`config.mk`:
```
export PLATFORM = sky130hd
export DESIGN_NAME = aof_serial_out
export DESIGN_NICKNAME = d
export VERILOG_FILES = /design/src/aof_pkg.sv /design/src/aof_serial_out.sv
export SDC_FILE = /design/constraint.sdc
export NUM_CORES = 1
export LEC_CHECK = 0
export ABC_AREA = 1
export BUFFER_PORTS_ARGS = -buffer_cell sky130_fd_sc_hd__buf_2
export CAP_MARGIN = 20
export CELL_PAD_IN_SITES_DETAIL_PLACEMENT = 0
export CELL_PAD_IN_SITES_GLOBAL_PLACEMENT = 2
export CORE_MARGIN = 4
export CORE_UTILIZATION = 30
export CTS_BUF_LIST = sky130_fd_sc_hd__clkbuf_8
export DETAILED_ROUTE_END_ITERATION = 8
export PLACE_DENSITY_LB_ADDON = 0.15
export SETUP_SLACK_MARGIN = 0.4
export SLEW_MARGIN = 20
export SYNTH_ARGS = -nofsm -noshare
export SYNTH_HDL_FRONTEND = slang
export SYNTH_SLANG_ARGS = --single-unit
```
`constraint.sdc`:
```
create_clock -name core_clk -period 4.2 [get_ports core_clk]
set_clock_uncertainty 0.15 [all_clocks]
set_input_delay 0.42 -clock core_clk [delete_from_list [all_inputs] [get_ports core_clk]]
set_output_delay 0.42 -clock core_clk [all_outputs]
set_load 0.01 [all_outputs]
```
`src/aof_pkg.sv`:
```
/*
 * Constants, field layouts and carrier types for the serial output formatter.
 * Assumes a 32-bit classic Wishbone master and a host that drives chip select
 * and the serial clock.
 */
package aof_pkg;

	localparam logic [5:0] IDX_UNLOCK = 6'h00;
	localparam logic [5:0] IDX_IN_PROTO = 6'h08;
	localparam logic [5:0] IDX_FORMAT = 6'h0c;
	localparam logic [5:0] IDX_RATE = 6'h0d;
	localparam logic [5:0] IDX_SPARE = 6'h0e;
	localparam logic [5:0] IDX_CONTENT = 6'h10;
	localparam logic [5:0] IDX_STATUS = 6'h14;

	localparam logic [7:0] UNLOCK_KEY = 8'haa;
	localparam logic [7:0] REG_RESET = 8'h00;
	localparam logic [7:0] FMT_WMASK = 8'h77;
	localparam logic [7:0] IN_PROTO_WMASK = 8'h03;
	localparam logic [7:0] RATE_WMASK = 8'h01;
	localparam logic [7:0] CONTENT_WMASK = 8'h30;
	localparam int unsigned CONTENT_LSB = 4;

	localparam logic [1:0] PROTO_RETIMER = 2'h3;
	localparam logic [1:0] CONTENT_RESULT = 2'h0;
	localparam logic [1:0] CONTENT_ID = 2'h1;
	localparam logic [1:0] CONTENT_ID_STS = 2'h2;

	localparam logic [5:0] LEN_RESULT = 6'h10;
	localparam logic [5:0] LEN_ID = 6'h14;
	localparam logic [5:0] LEN_ID_STS = 6'h18;
	localparam logic [5:0] HOST_SHORT = 6'h10;
	localparam logic [5:0] HOST_LONG = 6'h20;

	localparam int unsigned RT_DIV_DEFAULT = 4;

	typedef struct packed {
		logic [15:0] result;
		logic [3:0] chanId;
		logic [3:0] status;
	} aof_sample_t;

	typedef struct packed {
		logic rsvd7;
		logic hostFriendlyFrame;
		logic rightJustify;
		logic laneByteSplit;
		logic rsvd3;
		logic outputLaneCount;
		logic [1:0] outputProtocolSelect;
	} aof_format_t;

endpackage : aof_pkg

```
`src/aof_serial_out.sv`:
```
/*
 * Register file and serial output path of the converter: frame sizing,
 * justification, lane splitting and the standard or re-timer output timing.
 * Assumes csN and sclk come from the host asynchronously; samples arrive on
 * core_clk with a one-cycle load strobe.
 */
// Implementation choice: register access over Wishbone.
`timescale 1ns/10ps
`default_nettype none
module aof_serial_out #(
	parameter int unsigned RT_DIV = aof_pkg::RT_DIV_DEFAULT
) (
	input wire logic core_clk,
	input wire logic rst_n,
	input wire logic wb_cyc_i,
	input wire logic wb_stb_i,
	input wire logic wb_we_i,
	input wire logic [7:0] wb_adr_i,
	input wire logic [3:0] wb_sel_i,
	input wire logic [31:0] wb_dat_i,
	output logic [31:0] wb_dat_o,
	output logic wb_ack_o,
	input wire aof_pkg::aof_sample_t sampleIn,
	input wire logic sampleLoad,
	input wire logic csN,
	input wire logic sclk,
	output logic serialOutLane0,
	output logic lane0OeN,
	output logic serialOutLane1,
	output logic lane1OeN,
	output logic retimerClkOut
);

	if (RT_DIV < 1 || RT_DIV > 255)
	begin : g_bad_div
		$error("RT_DIV must lie between 1 and 255");
	end

	typedef enum logic [1:0] {ST_IDLE, ST_SHIFT, ST_DONE} aof_state_t;

	function automatic logic [5:0] natural_len(input logic [1:0] sel);
		case (sel)
			aof_pkg::CONTENT_ID: natural_len = aof_pkg::LEN_ID;
			aof_pkg::CONTENT_ID_STS: natural_len = aof_pkg::LEN_ID_STS;
			default: natural_len = aof_pkg::LEN_RESULT;
		endcase
	endfunction : natural_len

	function automatic logic pick_bit(input logic [31:0] word, input logic [5:0] pos);
		pick_bit = (pos < 6'h20) ? word[5'h1f - pos[4:0]] : 1'b0;
	endfunction : pick_bit

	logic [7:0] unlockReg;
	logic [1:0] inProto;
	aof_pkg::aof_format_t formatReg;
	logic rateBit;
	logic [1:0] contentFmt;
	aof_pkg::aof_sample_t sampleHold;

	// Register bus decode.
	wire [5:0] idx = wb_adr_i[7:2];
	wire req = wb_cyc_i & wb_stb_i & ~wb_ack_o;
	wire wrEn = req & wb_we_i & wb_sel_i[0];
	wire cfgOpen = (unlockReg == aof_pkg::UNLOCK_KEY);
	wire wrCfg = wrEn & cfgOpen;
	wire [7:0] wrByte = wb_dat_i[7:0];
	wire [7:0] statusByte;
	wire [7:0] readByte =
		(idx == aof_pkg::IDX_UNLOCK) ? unlockReg :
		(idx == aof_pkg::IDX_IN_PROTO) ? {6'h00, inProto} :
		(idx == aof_pkg::IDX_FORMAT) ? (formatReg & aof_pkg::FMT_WMASK) :
		(idx == aof_pkg::IDX_RATE) ? {7'h00, rateBit} :
		(idx == aof_pkg::IDX_CONTENT) ? {2'h0, contentFmt, 4'h0} :
		(idx == aof_pkg::IDX_STATUS) ? statusByte :
		8'h00;

	always_ff @(posedge core_clk or negedge rst_n)
	begin
		if (!rst_n)
		begin
			wb_ack_o <= 1'b0;
			wb_dat_o <= 32'h0000_0000;
		end
		else
		begin
			wb_ack_o <= req;
			if (req)
				wb_dat_o <= {24'h00_0000, readByte};
		end
	end

	// Write masks keep reserved positions at zero even if software writes them.
	always_ff @(posedge core_clk or negedge rst_n)
	begin
		if (!rst_n)
		begin
			unlockReg <= aof_pkg::REG_RESET;
			inProto <= 2'h0;
			formatReg <= aof_pkg::REG_RESET;
			rateBit <= 1'b0;
			contentFmt <= 2'h0;
		end
		else
		begin
			if (wrEn && idx == aof_pkg::IDX_UNLOCK)
				unlockReg <= wrByte;
			if (wrCfg && idx == aof_pkg::IDX_IN_PROTO)
				inProto <= wrByte[1:0] & aof_pkg::IN_PROTO_WMASK[1:0];
			if (wrCfg && idx == aof_pkg::IDX_FORMAT)
				formatReg <= wrByte & aof_pkg::FMT_WMASK;
			if (wrCfg && idx == aof_pkg::IDX_RATE)
				rateBit <= wrByte[0] & aof_pkg::RATE_WMASK[0];
			if (wrCfg && idx == aof_pkg::IDX_CONTENT)
				contentFmt <= wrByte[aof_pkg::CONTENT_LSB +: 2];
		end
	end

	always_ff @(posedge core_clk or negedge rst_n)
	begin
		if (!rst_n)
			sampleHold <= '0;
		else if (sampleLoad)
			sampleHold <= sampleIn;
	end

	// Pin synchronisers; the edge detects compare the second and third stages.
	logic csS1, csS2, csS3, sclkS1, sclkS2, sclkS3;
	always_ff @(posedge core_clk or negedge rst_n)
	begin
		if (!rst_n)
		begin
			{csS1, csS2, csS3} <= 3'h7;
			{sclkS1, sclkS2, sclkS3} <= 3'h0;
		end
		else
		begin
			{csS1, csS2, csS3} <= {csN, csS1, csS2};
			{sclkS1, sclkS2, sclkS3} <= {sclk, sclkS1, sclkS2};
		end
	end
	wire csFall = ~csS2 & csS3;
	wire csHigh = csS2;
	wire sclkRise = sclkS2 & ~sclkS3;
	wire sclkFall = ~sclkS2 & sclkS3;

	// Frame assembly from the live configuration, captured at chip select.
	wire [5:0] natLen = natural_len(contentFmt);
	// Bits beyond the natural length must be zero, otherwise a padded frame would leak
	// the channel id or status nibble into what should be fill.
	wire [31:0] natMask = ~(32'hffff_ffff >> natLen);
	wire [31:0] natAligned = {sampleHold, 8'h00} & natMask;
	wire hf = formatReg.hostFriendlyFrame;
	wire twoLane = formatReg.outputLaneCount;
	wire [5:0] hostLen = (natLen <= aof_pkg::HOST_SHORT) ? aof_pkg::HOST_SHORT :
		aof_pkg::HOST_LONG;
	wire [5:0] frameLen = hf ? hostLen : natLen;
	// Right justify shifts the data down behind leading zeros; left keeps trailing zeros.
	wire [5:0] padLen = frameLen - natLen;
	wire [31:0] frameWord = (hf && formatReg.rightJustify) ? (natAligned >> padLen) :
		natAligned;
	wire byteMode = hf & twoLane & formatReg.laneByteSplit;
	wire [5:0] beats = twoLane ? {1'b0, frameLen[5:1]} : frameLen;
	// Codes 01 and 10 are unsupported and fall back to standard timing.
	wire retimerSel = (formatReg.outputProtocolSelect == aof_pkg::PROTO_RETIMER);

	aof_state_t state;
	logic [31:0] shWord;
	logic [5:0] shBeats, shHalf, beat;
	logic shTwo, shByte, shRetimer, shDdr, shCpol, shCpha, primed;
	logic rtClk;
	logic [7:0] rtCnt;

	wire [5:0] idx1 = !shTwo ? beat : (shByte ? beat : {beat[4:0], 1'b0});
	wire [5:0] idx0 = !shTwo ? beat : (shByte ? shHalf + beat : {beat[4:0], 1'b1});
	wire leading = shCpol ? sclkFall : sclkRise;
	wire trailing = shCpol ? sclkRise : sclkFall;
	wire spiEdge = shCpha ? leading : trailing;
	wire rtTick = (state == ST_SHIFT) && shRetimer && (rtCnt == 8'(RT_DIV - 1));
	// SDR advances only as the output clock falls so the host samples on its rise.
	wire rtAdvance = rtTick && (shDdr || rtClk);
	wire advance = shRetimer ? rtAdvance : spiEdge;
	wire lastBeat = (beat + 6'h01 >= shBeats);
	wire active = (state != ST_IDLE);

	always_ff @(posedge core_clk or negedge rst_n)
	begin
		if (!rst_n)
		begin
			state <= ST_IDLE;
			shWord <= 32'h0000_0000;
			shBeats <= 6'h00;
			shHalf <= 6'h00;
			beat <= 6'h00;
			{shTwo, shByte, shRetimer, shDdr, shCpol, shCpha, primed} <= 7'h00;
		end
		else if (csHigh)
			state <= ST_IDLE;
		else
			case (state)
				ST_IDLE:
				begin
					if (csFall)
					begin
						state <= ST_SHIFT;
						shWord <= frameWord;
						shBeats <= beats;
						shHalf <= {1'b0, frameLen[5:1]};
						beat <= 6'h00;
						shTwo <= twoLane;
						shByte <= byteMode;
						shRetimer <= retimerSel;
						shDdr <= retimerSel & rateBit;
						{shCpol, shCpha} <= inProto;
						primed <= inProto[0];
					end
				end
				ST_SHIFT:
				begin
					if (advance && primed && !shRetimer)
						primed <= 1'b0;
					else if (advance && lastBeat)
						state <= ST_DONE;
					else if (advance)
						beat <= beat + 6'h01;
				end
				ST_DONE: state <= ST_DONE;
				default: state <= ST_IDLE;
			endcase
	end

	// Re-timer output clock, divided from core_clk and parked low outside frames.
	always_ff @(posedge core_clk or negedge rst_n)
	begin
		if (!rst_n)
		begin
			rtClk <= 1'b0;
			rtCnt <= 8'h00;
		end
		else if (state != ST_SHIFT || !shRetimer)
		begin
			rtClk <= 1'b0;
			rtCnt <= 8'h00;
		end
		else if (rtTick)
		begin
			rtClk <= ~rtClk;
			rtCnt <= 8'h00;
		end
		else
			rtCnt <= rtCnt + 8'h01;
	end

	// Both lanes and their enables share one register stage.
	always_ff @(posedge core_clk or negedge rst_n)
	begin
		if (!rst_n)
		begin
			serialOutLane0 <= 1'b0;
			serialOutLane1 <= 1'b0;
			lane0OeN <= 1'b1;
			lane1OeN <= 1'b1;
			retimerClkOut <= 1'b0;
		end
		else
		begin
			serialOutLane0 <= (state == ST_SHIFT) & pick_bit(shWord, idx0);
			serialOutLane1 <= (state == ST_SHIFT) & shTwo & pick_bit(shWord, idx1);
			lane0OeN <= ~active;
			lane1OeN <= ~(active & shTwo);
			retimerClkOut <= rtClk;
		end
	end

	assign statusByte = {5'h00, state == ST_DONE, active, cfgOpen};
endmodule : aof_serial_out
`default_nettype wire

```
==> summary.txt, run 1 <==
Run status
  – Run status: finished clean

Place
  – HPWL Detailed: 16400 um
  – Routability cong.: 0.794
  – IO Port Bufs: 60
  – Dpl ws: 1.26 ns

Clocking
  – Worst-skew pair later-pin latency: 0.45 ns
  – CTS clock-pin slew for the worst setup and hold paths: 0.09 ns
  – TritonCTS Buffers: 17
  – CTS H-tree depth: 4
  – Post-CTS setup buffers: 0
  – TritonCTS clock tree: done
  – Hold_buf cts: 12
  – Max clock buf depth: 2
  – Total clock sinks: 128
  – Root Buffer: clkbuf_8
  – Post-cts sizing count: 0

Detailed routing
  – Vias per inst: 4.75
  – DRT antenna net count: 0
  – Drt initial violations: 334
  – Vias: 6614
  – DRT Pass-1 Iters: 4
  – DR WL/cell: 16.0 um
  – Drt drc: 0
  – Post-Route WL: 22300 um

Synth
  – Post-synth EDFFs: 0
  – Post-synth top cells: nand2_1, dfrtp_1, inv_1, nand3_1, o21ai_0
  – FFs w/ async S/R, synth: 100%
  – Synth area leaders: dfrtp_1, nand2_1, nand3_1
  – Area share of fa/ha/maj cells after synthesis: 3.16%
  – Synth Area in Compound Gates: 16.0%
  – Post-synthesis xor/xnor area fraction: 0.886%
  – Synth area leader: dfrtp_1
  – Mux contribution to synthesized area: 2.72%
  – Yosys warning count: 0
  – Synth unique cells: 53
  – Gate Count Post-Synth: 990
  – Sequential-to-total area share from yosys stat: 41.3%
  – Avg Cell Area, Syn: 7.85 um2
  – Synth Flop Type: dfrtp_1
  – Synth Area in Simple Gates: 24.7%
  – Register bit count reported by yosys: 128
  – Largest family of logic cells by synthesized area: simple AND/OR/NAND/NOR gates
  – Share of the synthesized area in the top cell type: 39.6%
  – Mapped cell area: 7770 um2
  – Most common cell in the netlist: nand2_1

Timing
  – Worst setup margin: 1.22 ns
  – RSZ-0062 raised after global routing: no
  – Final setup TNS: 0 ns
  – # setup viols final: 0
  – Slew Limit Fails: 0
  – WHS: 0.0345 ns
  – Crit share post-route: 70.9%
  – Highest Clock Rate: 336 MHz
  – Relative slew slack: 53.5%
  – Min Tclk post-route: 2.98 ns
  – Worst Max-Slew Pin Slew: 0.698 ns
  – Hold Vio Cnt, Final: 0

Global route
  – First-pass GRT wire length: 36300 um
  – Initial antenna violation count: 0
  – Grt total ovfl: 0
  – Vias in the first global route: 6349
  – Gr usage total: 15.9%
  – Maximum number of pins on one net before global-route repair: 74

Critical path
  – Worst-path maximum fanout: 21
  – CP endpoint kind: flop
  – Crit path kind: reg2reg
  – Worst Path Required: 4.40 ns
  – CP startpoint kind: flop
  – Worst EP arrival: 3.17 ns

Power and ir drop
  – Design Power: 4.14 mW
  – Maximum vdd drop: 0.000164 V
  – Power Density: 474 nW/um2
  – P_leak: 4.21 nW

Cells and area
  – # nets final: 1143
  – Proportion of layout cells with a drive suffix above 1: 14.8%
  – Synth-to-layout area growth: 12.3%
  – Final core occ: 34.4%
  – ANT cells: 0

Die
  – I/O Pins: 114
  – Full die area: 28500 um2
  – Die width: 169 um
  – Die Ht: 169 um
  – Initial Util: 30.7%
  – Core area: 25300 um2
  – Number of core rows: 58

Flow run
  – Maxcap violations: 0

Worst hold path
  – Hold crit path type: in2reg
## registers in the layout (all words and copies together) (netlist names), 4 cells and up
| register | count |
|---|---|
| shWord | 32 |
| shHalf | 4 |
| wb_dat_o | 8 |
| beat | 6 |
| rtCnt | 8 |
| unlockReg | 8 |
| formatReg | 4 |
| shBeats | 5 |
| sampleHold | 24 |
## layer usage
| layer | vias to the layer above | share of wire [%] | track usage [%] |
|---|---|---|---|
| li1 | 3379 | - | - |
| met1 | 3087 | 54 | 25.0 |
| met2 | 135 | 42 | 22.7 |
| met3 | 13 | 3.5 | 2.55 |
| met4 | 0 | 1.0 | 3.63 |
| met5 | - | 0 | 0 |
## path summary, 6_finish.rpt
check,from,end,slack [ns],cells after the start
max in group asynchronous,rst_n,csS1$_DFF_PN1_,2.55,3
min,sampleIn[18],sampleHold[18]$_DFFE_PN0P_,0.03,3
max reg2reg,contentFmt[0]$_DFFE_PN0P_,shWord[4]$_DFFE_PN0P_,1.22,9
max,contentFmt[0]$_DFFE_PN0P_,shWord[4]$_DFFE_PN0P_,1.22,9
min in group asynchronous,rst_n,wb_dat_o[0]$_DFFE_PN0P_,0.39,2
min reg2reg,csS1$_DFF_PN1_,csHigh$_DFF_PN1_,0.19,0
## power breakdown
part / total [mW] / switching (mW) / internal [mW]
Sequential: 1.60 / 0.159 / 1.44
Combinational: 1.42 / 0.953 / 0.470
Clock: 1.11 / 0.566 / 0.546
Total: 4.14 / 1.68 / 2.46
## layout by cell type, fill, tap and decap left out, types with 4 or more instances in the layout
cell | synthesis | routed
nand2_1 | 250 | 250
dfrtp_1 | 123 | 123
inv_1 | 107 | 108
nand3_1 | 100 | 100
o21ai_0 | 75 | 75
buf_2 | 6 | 59
nor2_1 | 48 | 48
a21oi_1 | 28 | 28
o21ai_1 | 24 | 24
conb_1 | 1 | 24
ha_1 | 18 | 18
clkbuf_8 | 0 | 17
mux2_2 | 16 | 16
o211ai_1 | 13 | 13
a22oi_1 | 12 | 12
dlygate4sd3_1 | 0 | 12
a22oi_2 | 11 | 11
nand4_1 | 10 | 10
a31oi_1 | 10 | 10
nor3_1 | 10 | 10
buf_4 | 29 | 8
inv_6 | 0 | 7
o221ai_1 | 6 | 6
nand2_2 | 5 | 5
dfstp_2 | 5 | 5
nand2_4 | 4 | 4
o21a_1 | 4 | 4
clkinv_4 | 0 | 4
## layout make-up
cell class                 instances  area (um2)
sequential                       128        3210
inverter                         113         429
fill                            2752       16600
clock inverter                    15         171
tap                              330         413
multi-input combinational        708        3780
clock buffer                      17         234
timing repair buffer              80         487
## worst max-delay path: stages (launching register included)
cell and delay (ns):
dfrtp_1 0.41, inv_1 0.08, ha_1 0.50, nand2_1 0.14
ha_1 0.34, inv_1 0.46, nand2_1 0.23, o221ai_1 0.22
o211ai_1 0.22, o21ai_1 0.13
## through the flow
stage          cells  cell area (um2)
2_1_floorplan   1013             7860
3_3_place_gp    1347             8200
3_5_place_dp    1347             8200
4_1_cts         1391             8720
5_1_grt         1391             8720
6_report        1391             8720
## kinds of logic after synthesis
logic type	count (synthesis)
adders and majority gates	19
xor gates and xnor gates	7
other	1
buffers and inverters	177
AOI/OAI and AO/OA	199
muxes	19
and+or+nand+nor	440
DFF	128
(Power assumes the default switching activity.)
==> run 2, diff against run 1 <==
==> constraint.sdc (replaced) <==
create_clock -name core_clk -period 2.87 [get_ports core_clk]
set_clock_uncertainty 0.15 [all_clocks]
set_input_delay 0.287 -clock core_clk [delete_from_list [all_inputs] [get_ports core_clk]]
set_output_delay 0.287 -clock core_clk [all_outputs]
set_load 0.01 [all_outputs]
==> run 2 against run 1 <==
Net effect: count of clock-buffer cells in the layout increased by 1; non-clock buffer count increased by 50; flip-flop and latch count unchanged; register-to-register slack got worse by 0.71 ns; setup slack got worse by 0.71 ns; critical endpoint is now shWord[21]$_DFFE_PN0P_; combinational power increased by 61%; final cell count increased by 3.7%; maximum frequency increased by 26%; utilization increased by 2.2 points; worst hold slack improved by 0.0028 ns; routed wire length increased by 2.7%.
==> summary.txt, run 2 (synthesized netlist as in run 1, its figures left out) <==
Cells and area
  – # nets final: 1194 (+4.5%)
  – ANT cells: 0 (unchanged)
  – Final Instance Area: 9290 um2 (+6.5%)
  – Leading cell types in the layout, fill and taps excluded: nand2_1, dfrtp_1, inv_1, nand3_1, o21ai_0
  – Synth-to-layout area growth: 19.6%
  – Multi-input gate area: 3890 um2 (+2.8%)
  – Biggest register: shWord
  – Proportion of layout cells with a drive suffix above 1: 18.8% (+4.0 points)
  – # fillers: 2757 (+0.18%)
  – Leading cell type in the layout, fill and taps excluded: nand2_1
  – Largest registers: shWord: 32 flops, sampleHold: 24 flops
  – FF/Latch Area: 3210 um2 (about the same)
  – Max FFs per register: 32 (unchanged)

Place
  – HPWL Detailed: 17000 um (+3.5%)
  – IO Port Bufs: 60 (unchanged)
  – Placed cell area: 8350 um2 (+1.8%)
  – Routability cong.: 0.791 (-0.42%)

Global route
  – Vias in the first global route: 6555 (+3.2%)
  – Gr usage total: 16.3% (+0.35 points)
  – First-pass GRT wire length: 36900 um (+1.8%)
  – Initial antenna violation count: 0 (unchanged)
  – Grt total ovfl: 0 (unchanged)
  – Maximum number of pins on one net before global-route repair: 74 (unchanged)

Worst hold path
  – Hold path depth: 4 (+1)
  – Hold crit path type: in2reg
  – Worst hold start: wb_adr_i[3]

Timing
  – RSZ-0062 raised after global routing: yes
  – Highest Clock Rate: 425 MHz (+26%)
  – Relative slew slack: 52.2% (-1.3 points)
  – # setup viols final: 0 (unchanged)
  – Worst Max-Slew Pin Slew: 0.717 ns (+0.0192 ns)
  – Crit share post-route: 82.1% (+11 points)
  – WHS: 0.0373 ns (+0.00280 ns)
  – Slew Limit Fails: 0 (unchanged)
  – Min Tclk post-route: 2.36 ns (-0.624 ns)
  – Final setup TNS: 0 ns (unchanged)
  – Hold Vio Cnt, Final: 0 (unchanged)

Die
  – Number of core rows: 58 (unchanged)
  – Full die area: 28500 um2 (unchanged)
  – Initial Util: 30.7% (unchanged)
  – Die Ht: 169 um (unchanged)
  – Die width: 169 um (unchanged)
  – I/O Pins: 114 (unchanged)
  – Core area: 25300 um2 (unchanged)

Clocking
  – Total clock sinks: 128 (unchanged)
  – Worst-skew pair later-pin latency: 0.44 ns (about the same)
  – TritonCTS clock tree: done
  – Root Buffer: clkbuf_8
  – Max clock buf depth: 2 (unchanged)
  – CTS H-tree depth: 4 (unchanged)
  – TritonCTS Buffers: 17 (unchanged)
  – CTS clock-pin slew for the worst setup and hold paths: 0.08 ns (about the same)

Detailed routing
  – DR WL/cell: 15.8 um (-0.96%)
  – Drt drc: 0 (unchanged)
  – DRT antenna net count: 0 (unchanged)
  – Drt initial violations: 470 (+41%)
  – DRT Pass-1 Iters: 5 (+1)
  – Vias per inst: 4.67 (-1.9%)
  – Post-Route WL: 22800 um (+2.7%)
  – Vias: 6729 (+1.7%)

Critical path
  – Crit-path slowest cell: dfrtp_1
  – R2R Setup Slk: 0.51 ns (-0.71 ns)
  – CP endpoint kind: flop
  – Top cell by count, worst path: inv_2
  – Crit path from: contentFmt[0]$_DFFE_PN0P_
  – WP depth: 10 (+1)
  – Register-to-Register Path Depth: 10 (+1)
  – CP peak stage delay: 0.39 ns (-0.11 ns)
  – Critical path buffers and inverters: 4 (+2)
  – Crit path kind: reg2reg
  – CP top delay family: buffers and inverters
  – Worst EP arrival: 2.52 ns (-0.65 ns)
  – Crit-path cells: inv_1 > ha_1 > inv_2 > nand2_2 > xnor2_2 > buf_6 > inv_2 > nor2_4 > a22oi_1 > o21ai_0
  – CP startpoint kind: flop
  – Worst-path maximum fanout: 19 (-9.5%)
  – R2r startpoint: contentFmt[0]$_DFFE_PN0P_
  – Worst Path Required: 3.03 ns (-1.37 ns)

Power and ir drop
  – Power Density: 671 nW/um2 (+42%)
  – P_leak: 4.45 nW (+5.7%)
  – Maximum vdd drop: 0.000262 V (+59%)

Run status
  – Run status: finished clean

Flow run
  – Maxcap violations: 0 (unchanged)
==> run 2: cell count changes in the layout (fill, tap and decap cells not counted), sizes merged <==
cell,delta
clkbuf,+2
clkinvlp,+4
dlygate4sd3,+22
inv,-4
clkinv,-1
buf,+27
nor2,+1
==> run 2: path summary, 6_finish.rpt <==
kind | endpoint
max in group asynchronous | sampleHold[8]$_DFFE_PN0P_
setup reg to reg | shWord[21]$_DFFE_PN0P_
hold reg to reg | sclkS2$_DFF_PN0_
setup / recovery | shWord[21]$_DFFE_PN0P_
min in group asynchronous | wb_dat_o[0]$_DFFE_PN0P_
hold / removal | rateBit$_DFFE_PN0P_
==> run 2: layout make-up <==
type	instances	area share (%)
well taps	330	4.44
multi-input cells	709	41.8
flip-flops and latches	128	34.6
clock inverters	14	1.67
clock buffers	18	2.67
repair buffers	130	10.1
inverters	113	4.74
==> run 2: power breakdown <==
group / internal (mW) / leakage, nW / total (mW) / switching [mW]
logic: 0.803 / 2.65 / 2.28 / 1.47
clock network: 0.811 / 0.207 / 1.63 / 0.815
registers: 2.11 / 1.60 / 2.33 / 0.224
==> run 2: per-stage QoR <==
stage	power, mW	utilization, %	cells	setup slack, ns
floorplan	3.89	-	1013	0.522
global placement	4.55	33.0	1365	0.324
detailed placement	4.53	33.0	1365	0.336
CTS	6.23	35.9	1431	0.424
global route	6.72	36.7	1442	0.314
finish	6.24	36.7	1442	0.515
==> run 2: tightest hold or removal path, delay by kind of cell <==
family / cells / cell delay [ns]
AND/OR/NAND/NOR: 2 / 0.14
AO/OA/AOI/OAI: 1 / 0.07
buffers and inverters: 1 / 0.09
==> run 2: routing by layer <==
| layer | routed length (um) | global-route usage, % | vias to the layer above |
|---|---|---|---|
| li1 | - | - | 3475 |
| met1 | 12100 | 25.4 | 3108 |
| met2 | 9690 | 23.3 | 128 |
| met3 | 775 | 2.52 | 18 |
| met4 | 294 | 4.02 | 0 |
| met5 | 0 | 0 | - |
==> run 2: repair_timing <==
action	CTS	global route
endpoints found under the hold margin	107	0
cloned	0	1
endpoints found under the setup margin	10	38
pin swaps	0	4
hold buffers	34	0
setup buffers	0	10
resized for setup	2	30
==> run 3, diff against run 2 <==
--- a/config.mk
+++ b/config.mk
@@ -5,7 +5,7 @@
 export SDC_FILE = /design/constraint.sdc
 export NUM_CORES = 1
 export LEC_CHECK = 0
-export ABC_AREA = 1
+export ABC_AREA = 0
 export BUFFER_PORTS_ARGS = -buffer_cell sky130_fd_sc_hd__buf_2
 export CAP_MARGIN = 20
 export CELL_PAD_IN_SITES_DETAIL_PLACEMENT = 0
==> constraint.sdc (replaced) <==
create_clock -name core_clk -period 2 [get_ports core_clk]
set_clock_uncertainty 0.15 [all_clocks]
set_input_delay 0.2 -clock core_clk [delete_from_list [all_inputs] [get_ports core_clk]]
set_output_delay 0.2 -clock core_clk [all_outputs]
set_load 0.01 [all_outputs]
==> run 3 against run 2 <==
Net effect: the run now ends with setup timing left; critical endpoint is now serialOutLane0$_DFF_PN0_; largest cell class unchanged; utilization grew 12 points; critical path type unchanged; via count rose by 4.1%; count of clock-buffer cells in the layout fell by 1; clock power up 45%; largest power group is now combinational cells; worst hold slack got worse by 0.013 ns; highest routed layer unchanged; die area down 3.4%; synthesized cell count is 21% lower.
==> summary.txt, run 3 <==
Timing
  – RSZ-0062 raised after global routing: yes
  – Min Tclk post-route: 2.53 ns (+0.177 ns)
  – Worst Max-Slew Pin Slew: 0.570 ns (-0.147 ns)
  – Crit share post-route: 127% (+45 points)
  – Hold Vio Cnt, Final: 0 (unchanged)
  – Relative slew slack: 62.0% (+9.8 points)
  – Worst setup margin: -0.532 ns (-1.05 ns)
  – Slew Limit Fails: 0 (unchanged)
  – WHS: 0.0244 ns (-0.0129 ns)
  – Highest Clock Rate: 395 MHz (-7.0%)
  – Final setup TNS: -12.37 ns (-12.37 ns)
  – # setup viols final: 53 (+53)

Cells and area
  – Largest registers: shWord: 32 flops, sampleHold: 24 flops
  – Leading cell types in the layout, fill and taps excluded: buf_4, dfrtp_1, nand2_1, buf_2, nor2_1
  – Proportion of layout cells with a drive suffix above 1: 49.1% (+30 points)
  – Max FFs per register: 32 (unchanged)
  – Synth-to-layout area growth: 57.5%
  – # nets final: 1141 (-4.4%)
  – Biggest register: shWord
  – ANT cells: 0 (unchanged)
  – # fillers: 2205 (-20%)
  – Leading cell type in the layout, fill and taps excluded: buf_4
  – Final core occ: 48.3% (+12 points)

Power and ir drop
  – P_leak: 5.17 nW (+16%)
  – Comb pwr share: 38.3% (+1.8 points)
  – Internal: 6.00 mW (+61%)
  – Switching share of power: 35.5% (-4.7 points)
  – Part of the power in registers: 36.3% (-1.1 points)
  – Sw Pwr: 3.31 mW (+32%)
  – Clk pwr share: 25.4% (-0.7 points)
  – Power Density: 788 nW/um2 (+17%)
  – Maximum vdd drop: 0.000377 V (+44%)

Clocking
  – Max clock buf depth: 2 (unchanged)
  – CTS clock-pin slew for the worst setup and hold paths: 0.09 ns (about the same)
  – Total clock sinks: 128 (unchanged)
  – CTS H-tree depth: 4 (unchanged)
  – Root Buffer: clkbuf_8
  – TritonCTS clock tree: done
  – TritonCTS Buffers: 17 (unchanged)
  – Worst-skew pair later-pin latency: 0.43 ns (about the same)

Synth
  – Synth Area in Simple Gates: 17.2% (-7.6 points)
  – Synth Area in Compound Gates: 16.4% (+0.42 points)
  – Largest family of logic cells by synthesized area: simple AND/OR/NAND/NOR gates
  – Area share of fa/ha/maj cells after synthesis: 3.27% (+0.12 points)
  – Mux contribution to synthesized area: 12.2% (+9.5 points)
  – Yosys warning count: 0 (unchanged)
  – Sequential-to-total area share from yosys stat: 42.8% (+1.5 points)
  – Post-synth top cells: dfrtp_1, nand2_1, nor2_1, o21ai_0, mux2_2
  – Synth Flop Type: dfrtp_1
  – Register bit count reported by yosys: 128 (unchanged)
  – Post-synthesis xor/xnor area fraction: 1.75% (+0.87 points)
  – Most common cell in the netlist: dfrtp_1
  – Synth area leader: dfrtp_1
  – Share of the synthesized area in the top cell type: 41.1% (+1.4 points)
  – Synth unique cells: 67 (+26%)
  – Mapped cell area: 7500 um2 (-3.5%)
  – Synth area leaders: dfrtp_1, mux2_2, nand2_1
  – Post-synth EDFFs: 0 (unchanged)
  – Avg Cell Area, Syn: 9.64 um2 (+23%)
  – Gate Count Post-Synth: 778 (-21%)
  – FFs w/ async S/R, synth: 100% (unchanged)

Place
  – IO Port Bufs: 60 (unchanged)
  – HPWL Detailed: 17200 um (+1.6%)
  – Routability cong.: 0.846 (+7.1%)

Critical path
  – Worst Path Required: 2.22 ns (-0.81 ns)
  – Worst-path maximum fanout: 7 (-12)
  – Crit path kind: reg2reg
  – Worst EP arrival: 2.75 ns (+0.23 ns)
  – Crit path from: beat[1]$_DFFE_PN0P_
  – CP startpoint kind: flop
  – CP endpoint kind: flop
  – R2r startpoint: beat[1]$_DFFE_PN0P_

Detailed routing
  – DRT antenna net count: 0 (unchanged)
  – Post-Route WL: 24900 um (+8.9%)
  – Wl on met1: 11600 um (-4.0%)
  – Routed wl met2: 12000 um (+24%)
  – Vias per inst: 5.07 (+8.6%)
  – Drt initial violations: 351 (-25%)
  – Vias: 7007 (+4.1%)
  – Top routing layer in use: met4
  – DR WL/cell: 18.0 um (+14%)
  – DRT Pass-1 Iters: 5 (unchanged)
  – Drt drc: 0 (unchanged)
  – Met3 WL post-DR: 969 um (+25%)

Flow run
  – Maxcap violations: 0 (unchanged)

Die
  – Die Ht: 166 um (-1.7%)
  – Initial Util: 30.6% (-0.036 points)
  – Core area: 24500 um2 (-3.4%)
  – Full die area: 27600 um2 (-3.4%)
  – Die width: 166 um (-1.7%)
  – I/O Pins: 114 (unchanged)
  – Number of core rows: 57 (-1.7%)

Global route
  – Initial antenna violation count: 0 (unchanged)
  – Maximum number of pins on one net before global-route repair: 72 (-2.7%)
  – Grt total ovfl: 0 (unchanged)
  – Gr usage total: 18.1% (+1.8 points)
  – First-pass GRT wire length: 40300 um (+9.1%)
  – Vias in the first global route: 7259 (+11%)

Run status
  – Run status: finished with violations
  – Failing checks: setup timing

Worst hold path
  – Hold crit path type: in2async
==> run 3: cell types whose count changed after synthesis, sizes merged, moves of 20 or more <==
cell	previous run	this run
a22oi	23	2
inv	112	17
mux2	17	42
mux2i	2	28
nand2	259	75
nand2b	0	20
nand3	101	37
o21ai	100	44
==> run 3: critical path, stage by stage, from the launching register on <==
cell,delay (ns)
dfrtp_1,0.39
ha_2,0.20
fa_2,0.39
xor2_4,0.19
a211oi_4,0.42
buf_4,0.20
a211oi_2,0.04
nor3_1,0.22
o41ai_2,0.13
a21oi_2,0.15
==> run 3: path summary, 6_finish.rpt <==
path                                              end  slack (ns)  depth (start not counted)
setup / recovery             serialOutLane0$_DFF_PN0_       -0.53                          9
hold / removal             sampleHold[15]$_DFFE_PN0P_        0.02                          2
setup reg to reg             serialOutLane0$_DFF_PN0_       -0.53                          9
hold reg to reg                      sclkS2$_DFF_PN0_        0.20                          0
max in group asynchronous          lane1OeN$_DFF_PN1_        0.96                          3
min in group core_clk         wb_dat_o[0]$_DFFE_PN0P_        0.08                          4
==> run 3: area by class of cell <==
| class | count | area (um2) | area share, % |
|---|---|---|---|
| Clock buffer | 17 | 234 | 1.98 |
| Clock inverter | 15 | 173 | 1.46 |
| Inverter | 19 | 91.3 | 0.774 |
| Multi-Input combinational cell | 587 | 5110 | 43.3 |
| Sequential cell | 128 | 3210 | 27.2 |
| Tap cell | 324 | 405 | 3.43 |
| Timing Repair Buffer | 293 | 2580 | 21.8 |
==> run 3: timing repair <==
item                                    4_1_cts  5_1_grt
resized for setup                           179       69
endpoints found under the setup margin       84       88
pin swaps                                    79       54
gates cloned                                  8        1
endpoints found under the hold margin       169        0
buffers inserted                             46       13
hold buffers                                 36        0
==> run 3: per-stage QoR <==
step / power (mW) / instances / setup WS [ns] / instance area (um2)
3_3_place_gp: 6.05 / 1247 / -0.506 / 9340
5_1_grt: 9.84 / 1383 / -0.596 / 11800
3_5_place_dp: 6.10 / 1247 / -0.627 / 9340
4_1_cts: 9.12 / 1369 / -0.581 / 11400
2_1_floorplan: 5.06 / 801 / -0.484 / 8190
6_report: 9.31 / 1383 / -0.532 / 11800
==> run 3: logic make-up after synthesis <==
group | Yosys count
xor gates and xnor gates | 15
buffers and inverters | 90
and+or+nand+nor | 265
other | 1
muxes | 77
adders and majority gates | 19
DFF | 128
AOI/OAI and AO/OA | 183
==> run 3: routing by layer <==
layer	vias to the layer above	GRT usage (%)
met4	0	4.63
met5	-	0
met3	24	3.31
met1	3509	25.0
li1	3315	-
met2	159	29.3
==> run 3: power groups by stage <==
stage          registers (mW)  logic (mW)  clock network (mW)
2_1_floorplan            3.26        1.80                   0
3_3_place_gp             3.40        2.65                   0
3_5_place_dp             3.40        2.71                   0
4_1_cts                  3.37        3.32                2.44
5_1_grt                  3.43        3.87                2.54
6_report                 3.38        3.57                2.36
